===== src/include/brf_pkg.sv =====
/*
 * brf_pkg: shared constants for the banked register file block.
 * assumes: used by rtl/brf_core.sv and the bench, never imported.
 */
package brf_pkg;
    // ****************************************
    // apb register map (own offsets)
    // ****************************************
    localparam logic [11:0] GPR_BASE = 12'h000; // 16 visible general registers, word each
    localparam logic [11:0] CURRENT_STATUS_WORD_OFF = 12'h040; // current_status_word
    localparam logic [11:0] SAVED_STATUS_WORD_OFF = 12'h044; // saved_status_word of current mode
    localparam logic [11:0] CFG_OFF = 12'h048; // configuration inputs, read only
    localparam logic [11:0] EXC_OFF = 12'h04C; // exception entry command, write only
    localparam logic [11:0] BL_OFF = 12'h050; // branch-with-link command
    localparam logic [11:0] ALU_OFF = 12'h054; // flag update from alu
    localparam logic [11:0] LANE_OFF = 12'h058; // byte lane steering: write byte address
    localparam logic [11:0] IRQG_OFF = 12'h05C; // interrupt gating status
    localparam logic [11:0] ABT_OFF = 12'h060; // data abort policy status
    // ****************************************
    // status word layout
    // ****************************************
    localparam int N_BIT = 31;
    localparam int Z_BIT = 30;
    localparam int C_BIT = 29;
    localparam int V_BIT = 28;
    localparam int I_BIT = 7;
    localparam int F_BIT = 6;
    localparam logic [31:0] CTRL_MASK = 32'h0FFF_FFFF; // low 28 bits are control
    localparam logic [31:0] FLAG_MASK = 32'hF000_0000;
    // ****************************************
    // modes and reset values
    // ****************************************
    typedef enum logic [4:0] {
        MODE_USR = 5'h10,
        MODE_FIQ = 5'h11,
        MODE_IRQ = 5'h12,
        MODE_SVC = 5'h13,
        MODE_ABT = 5'h17,
        MODE_UND = 5'h1B
    } brf_mode_t;
    localparam logic [31:0] CURRENT_STATUS_WORD_RESET = 32'h0000_00D3; // svc, i and f set
    localparam logic [31:0] PC_RESET = 32'h0000_0000;
endpackage : brf_pkg


===== src/rtl/brf_core.sv =====
/*
 * brf_core: banked general registers, current and saved status words,
 * byte lane steering and configuration inputs, all behind an apb slave.
 * assumes: one clock mclk at 100 MHz, arst_n asynchronous active low,
 * configuration and interrupt pins asynchronous to mclk.
 */
// Chosen here: the register offsets and the APB register port.
`timescale 1ns/1ns
module brf_core (
    input wire logic mclk,
    input wire logic arst_n,
    input wire logic psel,
    input wire logic penable,
    input wire logic pwrite,
    input wire logic [11:0] paddr,
    input wire logic [31:0] pwdata,
    output logic [31:0] prdata,
    output logic pready,
    output logic pslverr,
    input wire logic byte_order_select,
    input wire logic abort_style_select,
    input wire logic wide_fetch_space_select,
    input wire logic wide_data_space_select,
    input wire logic irq_req_n,
    input wire logic fiq_req_n,
    output logic [4:0] mode_out,
    output logic irq_take,
    output logic fiq_take
);
    // ****************************************
    // storage
    // ****************************************
    // pc lives in entry 15 and is shared by every mode
    logic [31:0] gpr_reg [0:30]; // 31 physical general registers (incl. pc)
    logic [31:0] current_status_word_reg; // current status word
    logic [31:0] saved_status_word_reg [0:4]; // five saved words: fiq irq svc abt und
    logic [3:0] cfg_s1_reg; // config first sync stage
    logic [3:0] cfg_s2_reg; // config synced
    logic [1:0] int_s1_reg; // interrupt first sync stage
    logic [1:0] int_s2_reg; // interrupt synced, active low
    // bus response registers
    logic [31:0] prdata_reg;
    logic pready_reg;
    logic pslverr_reg;
    // gated interrupt levels
    logic irq_take_reg;
    logic fiq_take_reg;
    // last byte lane steering result, readable back
    logic [31:0] lane_reg; // byte lane result

    // ****************************************
    // bus decode
    // ****************************************
    // an access is taken in its first access cycle; the pready pulse
    // masks the second cycle, so a request held for two access cycles is not applied twice
    wire logic acc = psel && penable && !pready_reg; // access phase, first cycle
    wire logic wr = acc && pwrite;
    // upper address bits of the general register window
    localparam logic [5:0] GPR_BASE_HI = brf_pkg::GPR_BASE[11:6];
    // word aligned hit in the general window; a byte offset is refused
    wire logic is_gpr = (paddr[11:6] == GPR_BASE_HI) && (paddr[1:0] == 2'h0);
    wire logic [3:0] ridx = paddr[5:2];
    // live mode field drives every bank choice below except on exception entry, whose link and saved word follow the target mode
    wire logic [4:0] mode = current_status_word_reg[4:0];
    wire logic priv = (mode != brf_pkg::MODE_USR);
    // synced configuration bits, one per pin
    wire logic big_end = cfg_s2_reg[0];
    wire logic late_abt = cfg_s2_reg[1];

    // saved word slot for a mode, 3'h7 for user or illegal
    // the slot doubles as the privilege test: no slot, no saved word
    function automatic logic [2:0] saved_status_word_slot(input logic [4:0] m);
        unique case (m)
            brf_pkg::MODE_FIQ: saved_status_word_slot = 3'h0;
            brf_pkg::MODE_IRQ: saved_status_word_slot = 3'h1;
            brf_pkg::MODE_SVC: saved_status_word_slot = 3'h2;
            brf_pkg::MODE_ABT: saved_status_word_slot = 3'h3;
            brf_pkg::MODE_UND: saved_status_word_slot = 3'h4;
            default: saved_status_word_slot = 3'h7;
        endcase
    endfunction : saved_status_word_slot

    // physical index of visible register r in mode m
    // 0..15 user/shared, 16..22 fiq r8-r14, 23..30 r13/r14 of irq svc abt und
    function automatic logic [4:0] phys(input logic [4:0] m, input logic [3:0] r);
        logic [2:0] s;
        s = saved_status_word_slot(m);
        phys = {1'b0, r};
        if (m == brf_pkg::MODE_FIQ && r >= 4'h8 && r <= 4'hE) begin
            // fast mode swaps in its seven private registers
            phys = 5'(r) + 5'h08;
        end else if (s != 3'h7 && s != 3'h0 && (r == 4'hD || r == 4'hE)) begin
            // two entries per mode from 23 up; r[1] picks the link over the stack
            phys = 5'h17 + {1'b0, 3'(s - 3'h1), 1'b0} + {4'h0, r[1]};
        end
    endfunction : phys

    wire logic [2:0] cur_slot = saved_status_word_slot(mode);
    wire logic [4:0] sel = phys(mode, ridx); // bank follows live mode field
    // a pc read always shows its two low bits as zero
    wire logic [31:0] gpr_rd = (ridx == 4'hF) ? {gpr_reg[15][31:2], 2'h0} : gpr_reg[sel];
    // user mode has no saved word, so it reads as zero
    wire logic [31:0] saved_status_word_rd = (cur_slot == 3'h7) ? 32'h0 : saved_status_word_reg[cur_slot];
    // single word registers above the general window
    wire logic hit_current_status_word = (paddr == brf_pkg::CURRENT_STATUS_WORD_OFF);
    wire logic hit_saved_status_word = (paddr == brf_pkg::SAVED_STATUS_WORD_OFF);
    wire logic hit_cfg = (paddr == brf_pkg::CFG_OFF);
    wire logic hit_exc = (paddr == brf_pkg::EXC_OFF);
    wire logic hit_bl = (paddr == brf_pkg::BL_OFF);
    wire logic hit_alu = (paddr == brf_pkg::ALU_OFF);
    wire logic hit_lane = (paddr == brf_pkg::LANE_OFF);
    wire logic hit_irqg = (paddr == brf_pkg::IRQG_OFF);
    wire logic hit_abt = (paddr == brf_pkg::ABT_OFF);
    wire logic mapped = is_gpr | hit_current_status_word | hit_saved_status_word | hit_cfg | hit_exc | hit_bl | hit_alu | hit_lane
        | hit_irqg | hit_abt;

    // exception entry: pwdata[4:0] is target mode, must be a privileged code
    wire logic [4:0] exc_mode = pwdata[4:0];
    wire logic [2:0] exc_slot = saved_status_word_slot(exc_mode);
    wire logic exc_ok = wr && hit_exc && exc_slot != 3'h7;
    // entry loads the target mode and sets the irq mask, and the fiq mask too on fast entry; the other
    // control bits and the flags ride through unchanged
    wire logic [31:0] exc_current_status_word = {current_status_word_reg[31:8], 1'b1, (exc_mode == brf_pkg::MODE_FIQ) | current_status_word_reg[6],
        current_status_word_reg[5], exc_mode};
    // software current_status_word write: flags always, control only when privileged
    // a user write keeps the control bits, so a task cannot raise its privilege
    // a privileged write carrying a code outside the six is dropped whole
    wire logic [31:0] sw_current_status_word = priv ? pwdata : ((pwdata & brf_pkg::FLAG_MASK) | (current_status_word_reg & brf_pkg::CTRL_MASK));
    wire logic legal_mode = (saved_status_word_slot(pwdata[4:0]) != 3'h7) || (pwdata[4:0] == brf_pkg::MODE_USR);
    wire logic current_status_word_wr_ok = wr && hit_current_status_word && (!priv || legal_mode);
    // alu flag update: pwdata[31:28] = n z c v
    // update priority: exception entry, then software write, then alu flags
    wire logic [31:0] alu_current_status_word = (pwdata & brf_pkg::FLAG_MASK) | (current_status_word_reg & brf_pkg::CTRL_MASK);
    wire logic [31:0] current_status_word_next = exc_ok ? exc_current_status_word : (current_status_word_wr_ok ? sw_current_status_word : ((wr && hit_alu) ? alu_current_status_word : current_status_word_reg));

    // byte lane steering: pwdata[1:0] byte address, pwdata[15:8] byte
    // little endian puts byte 0 on lane 7:0, big endian on lane 31:24
    wire logic [1:0] lane = big_end ? (2'h3 - pwdata[1:0]) : pwdata[1:0];
    wire logic [31:0] lane_next = {24'h0, pwdata[15:8]} << {lane, 3'h0};

    // pending gated interrupts
    // a set mask bit holds its take output low from the next edge on
    wire logic irq_next = !int_s2_reg[0] && !current_status_word_reg[brf_pkg::I_BIT];
    wire logic fiq_next = !int_s2_reg[1] && !current_status_word_reg[brf_pkg::F_BIT];

    // read mux
    // unmapped offsets read zero and raise pslverr instead
    wire logic [31:0] rd_mux = is_gpr ? gpr_rd :
        hit_current_status_word ? current_status_word_reg :
        hit_saved_status_word ? saved_status_word_rd :
        hit_cfg ? {28'h0, cfg_s2_reg} :
        hit_lane ? lane_reg :
        hit_irqg ? {30'h0, fiq_take_reg, irq_take_reg} :
        hit_abt ? {31'h0, late_abt} : 32'h0; // bit0 = single transfer writes back base

    // ****************************************
    // synchronisers
    // ****************************************
    // config pins resampled every cycle, so changes apply two edges later
    // two flops per pin keep metastability out of the decode; the interrupt
    // stages reset to the idle high level so no false request follows reset
    always_ff @(posedge mclk or negedge arst_n) begin
        if (!arst_n) begin
            cfg_s1_reg <= 4'h0;
            cfg_s2_reg <= 4'h0;
            int_s1_reg <= 2'h3;
            int_s2_reg <= 2'h3;
        end else begin
            cfg_s1_reg <= {wide_data_space_select, wide_fetch_space_select, abort_style_select, byte_order_select};
            cfg_s2_reg <= cfg_s1_reg;
            int_s1_reg <= {fiq_req_n, irq_req_n};
            int_s2_reg <= int_s1_reg;
        end
    end

    // ****************************************
    // apb response, one wait state per access
    // ****************************************
    // prdata stands only with the pready pulse and reads zero otherwise,
    // so a stale value never looks like an answer
    always_ff @(posedge mclk or negedge arst_n) begin
        if (!arst_n) begin
            pready_reg <= 1'b0;
            pslverr_reg <= 1'b0;
            prdata_reg <= 32'h0;
        end else begin
            pready_reg <= acc;
            pslverr_reg <= acc && !mapped;
            prdata_reg <= (acc && !pwrite) ? rd_mux : 32'h0;
        end
    end

    // ****************************************
    // status words
    // ****************************************
    // one update per edge: the priority chain above picks the source;
    // the take outputs follow the synced pins, gated by the mask bits
    always_ff @(posedge mclk or negedge arst_n) begin
        if (!arst_n) begin
            current_status_word_reg <= brf_pkg::CURRENT_STATUS_WORD_RESET;
            lane_reg <= 32'h0;
            irq_take_reg <= 1'b0;
            fiq_take_reg <= 1'b0;
        end else begin
            current_status_word_reg <= current_status_word_next;
            irq_take_reg <= irq_next;
            fiq_take_reg <= fiq_next;
            if (wr && hit_lane) begin
                lane_reg <= lane_next;
            end
        end
    end

    // saved words: exception copies current_status_word, privileged software may write
    // one process per slot; a user mode write finds no slot and is dropped
    generate
        for (genvar k = 0; k < 5; k++) begin : g_saved_status_word
            always_ff @(posedge mclk or negedge arst_n) begin
                if (!arst_n) begin
                    saved_status_word_reg[k] <= 32'h0;
                end else if (exc_ok && exc_slot == 3'(k)) begin
                    saved_status_word_reg[k] <= current_status_word_reg;
                end else if (wr && hit_saved_status_word && cur_slot == 3'(k)) begin
                    saved_status_word_reg[k] <= pwdata;
                end
            end
        end
    endgenerate

    // ****************************************
    // general registers
    // ****************************************
    // link target for exception entry in new bank
    wire logic [4:0] exc_lr = phys(exc_mode, 4'hE);
    // branch link writes the link of the mode in force
    wire logic [4:0] bl_lr = phys(mode, 4'hE);
    // priority per entry: exception link, branch link, then bus write;
    // the pc entry keeps its low bits clear on every bus write
    generate
        for (genvar j = 0; j < 31; j++) begin : g_gpr
            always_ff @(posedge mclk or negedge arst_n) begin
                if (!arst_n) begin
                    gpr_reg[j] <= brf_pkg::PC_RESET;
                end else if (exc_ok && exc_lr == 5'(j)) begin
                    gpr_reg[j] <= gpr_reg[15]; // return address into new link register
                end else if (wr && hit_bl && bl_lr == 5'(j)) begin
                    gpr_reg[j] <= {gpr_reg[15][31:2], 2'h0};
                end else if (wr && is_gpr && sel == 5'(j)) begin
                    gpr_reg[j] <= (j == 15) ? {pwdata[31:2], 2'h0} : pwdata;
                end
            end
        end
    endgenerate

    // ****************************************
    // outputs
    // ****************************************
    // every output is a register copy, no logic after the flops
    assign prdata = prdata_reg;
    assign pready = pready_reg;
    assign pslverr = pslverr_reg;
    assign mode_out = current_status_word_reg[4:0];
    assign irq_take = irq_take_reg;
    assign fiq_take = fiq_take_reg;
endmodule : brf_core


===== config.mk =====
export PLATFORM = sky130hd
export DESIGN_NAME = brf_core
export DESIGN_NICKNAME = d
export VERILOG_FILES = /design/src/include/brf_pkg.sv /design/src/rtl/brf_core.sv
export SDC_FILE = /design/constraint.sdc
export NUM_CORES = 2
export LEC_CHECK = 0
export BUFFER_PORTS_ARGS = -buffer_cell sky130_fd_sc_hd__buf_4
export CAP_MARGIN = 20
export CORE_MARGIN = 1.5
export CORE_UTILIZATION = 60
export DETAILED_ROUTE_END_ITERATION = 10
export PLACE_DENSITY_LB_ADDON = 0.12
export REMOVE_ABC_BUFFERS = 1
export SYNTH_ARGS = -nofsm -noshare
export SYNTH_HDL_FRONTEND = slang
export SYNTH_SLANG_ARGS = --single-unit

===== constraint.sdc =====
create_clock -name mclk -period 10.4 [get_ports mclk]
set_clock_uncertainty 0.15 [all_clocks]
set_input_delay 1.04 -clock mclk [delete_from_list [all_inputs] [get_ports mclk]]
set_output_delay 1.04 -clock mclk [all_outputs]
set_load 0.02 [all_outputs]

==> reports/results.txt <==
outcome -> finished clean
Commonest cells post-synth -> dfrtp_1 (1,253), nor2_1 (993), o22ai_1 (592)
Critical Path Max Stage Delay -> 1.05 ns
Max Freq -> 0.1483 GHz
root buffer cell -> clkbuf_16
max reg flops -> 990
reg-to-reg slack, setup -> 3.66 ns
xor/xnor cell area share of the yosys netlist -> 0.08468%
Crit path arrival time -> 7.31 ns
max capacitance violation total -> 0
top-area cell type share of the netlist area -> 50.52%
CORE AREA -> 0.1022 mm2
starting density of the core -> 60.74%
CTS tree -> done
drt via density -> 7.440
GPL Wtd Cong -> 0.9696
Die Y-Extent -> 324.6 um
Row Count -> 117
Remaining DRCs -> 0
Min Hold Slack -> 0.1130 ns
asr flop ratio synth -> 100.0%
Post-Route WL -> 254.3 mm
vias -> 56,286
Crit path max-delay family -> simple AND/OR/NAND/NOR gates
# IOs -> 96
Pins Over Slew Limit -> 0
setup TNS -> 0 ns
aggregate global-route resource usage -> 47.69%
antenna violations before repair -> 12
Worst Setup Start Kind -> flop
Worst EP required -> 10.96 ns
fin crit period -> 6.744 ns
CP cell instances -> inv_2 -> and3_1 -> o211ai_1 -> inv_1 -> ha_1 -> xor2_1 -> xor2_1 -> nand2b_1 -> o311a_1 -> buf_4 -> nor3_2 -> buf_4 -> nand3_2 -> nand2_2 -> nor2_1 -> nor2_1
Die Wd -> 324.6 um
Cell Area, Synth -> 0.06206 mm2
FILL cells -> 8,209
CTS Sinks -> 1,262
post-synthesis mux area share -> 12.38%
Hold/Removal Path Class -> input pin to asynchronous set/reset pin
Worst Path Buf+Inv -> 4
post-synthesis compound-gate area fraction -> 18.21%
post-CTS setup repair buffer count -> 0
worst skew pair latency -> 0.79 ns
register bit total from synthesis -> 1,262
Final HPWL DP -> 139.8 mm
area growth from synthesis to layout -> 9.379%
CP Capture Type -> flop
fin nets -> 6,156
Slew HR -> 11.87%
total power -> 10.55 mW
Tcrit/Tclk final -> 64.84%
adder-cell share of the synthesized area -> 0.2782%
post-synthesis simple-gate area fraction -> 13.00%
LEAKAGE -> 33.20 nW
largest cells by area after synthesis -> dfrtp_1 (51%), mux2_2 (7.5%), nor2_1 (6.0%)
critical path class -> flop to flop
grt ovf -> 0
WL/cell -> 33.61 um
Avg Inst Size Synth -> 9.741 um2
PortBufs -> 95
vias in the first global route -> 54,062
CTS resizes -> 0
# hold bufs at CTS -> 0
Post-Syn Instances -> 6,371
Crit Path Max Fanout -> 35
H-tree Lvls -> 4
largest family of logic cells by synthesized area -> compound AO/OA/AOI/OAI gates
Primary FF master, synth -> dfrtp_1
dominant cell type by area after synthesis -> dfrtp_1
clock buffer depth -> 3
total CTS buffers -> 136
EDFF count, synth -> 0
count leader, synth -> dfrtp_1
synth warn -> 0
post-route antenna net violation count -> 0
Hold Violations, Final -> 0
library cells used by synthesis -> 102
RSZ-0062 raised after global routing -> no
first-pass GRT wire length -> 370.5 mm
Final setup viols -> 0
fraction of layout cells with a size suffix above 1 -> 16.71%
largest net degree at the start of global routing -> 175
Peak VDD IR -> 0.1486 mV
sequential share of the synthesized area -> 50.91%
clk slew on worst S/H paths -> 0.06 ns
Least-Margin Pin Slew -> 1.319 ns
area of the die -> 0.1054 mm2
power per cell area -> 155.4 mW/mm2
slowest CP cell -> nand2_2
initial DRC count -> 9,191
first-pass detailed-route iteration total -> 7
[power by group]
part           switching [mW]  internal (mW)
Sequential            0.00493           4.92
Combinational           0.525          0.137
Clock                    2.07           2.90
[layer usage]
layer  GRT usage [%]  up-vias  wire length, um
met5          0.7246        -              215
met4           31.72       14            20290
met3           21.43     1311            43140
met2           64.25     5212           100900
met1           61.52    27309            89660
li1                -    22440                -
[final timing paths]
check / start / endpoint / cells after the start
max reg2reg: current_status_word_reg[1] / gpr_reg[967] / 16
min reg2reg: int_s1_reg[1] / int_s2_reg[1] / 0
max: current_status_word_reg[1] / gpr_reg[967] / 16
min: arst_n / saved_status_word_reg[79] / 1
max in group asynchronous: arst_n / gpr_reg[942] / 3
min in group mclk: int_s1_reg[1] / int_s2_reg[1] / 0
[worst register-to-register path, delay by kind of cell, from the launching register on]
kind	cells	cell delay, ns
AND/OR/NAND/NOR	7	2.85
adder cells (fa/ha/maj)	1	0.33
flip-flops	1	0.66
buffers and inverters	4	1.24
AO/OA/AOI/OAI	2	1.01
XOR/XNOR	2	0.44
[per-stage QoR]
stage	utilization [%]	instances	cell area, um2	setup WS [ns]
3_5_place_dp	61.88	7310	63230	3.992
4_1_cts	66.28	7547	67730	4.015
6_report	66.43	7565	67880	3.656
3_3_place_gp	61.86	7309	63210	4.127
2_1_floorplan	-	5691	59190	0.3009
5_1_grt	66.41	7556	67860	3.470
[logic make-up after synthesis]
group | after synthesis
DFF | 1262
muxes | 675
xor gates and xnor gates | 6
adders and majority gates | 14
and+or+nand+nor | 1920
AOI/OAI and AO/OA | 1729
buffers and inverters | 765
[final cells by class]
| type | instances | area [um2] | area share [%] |
|---|---|---|---|
| well taps | 1368 | 1712 | 2.522 |
| diodes | 10 | 25.02 | 0.03687 |
| clock buffers | 207 | 4076 | 6.005 |
| flip-flops and latches | 1262 | 31590 | 46.54 |
| clock inverters | 30 | 421.7 | 0.6212 |
| multi-input cells | 4344 | 27560 | 40.60 |
| repair buffers | 259 | 2175 | 3.204 |
| inverters | 85 | 319.1 | 0.4700 |
[cells in the final DEF, fill, tap and decap left out, drive strengths merged, types with 9 or more instances in the layout]
master,Yosys,routed
or2,9,9
nor3,129,129
dfrtp,1253,1253
inv,80,82
ha,13,13
or3,12,12
a32oi,33,33
nor4,19,19
o21ai,333,333
buf,271,256
and2,12,12
a221o,32,32
a22oi,67,67
o22ai,592,592
mux4,24,24
o211ai,41,41
and3,15,15
mux2,496,496
diode,0,10
nand3,124,124
nand4,15,15
o31ai,14,14
o2111ai,13,13
a21oi,246,246
mux2i,155,155
a222oi,12,12
nand2b,9,9
nand2,553,553
nor2,1001,1001
a211oi,40,40
o221ai,115,115
o32ai,11,11
a221oi,32,32
dfstp,9,9
clkbuf,409,210
a31oi,52,52
clkinv,5,25
Power figures use the tool's default switching activity.
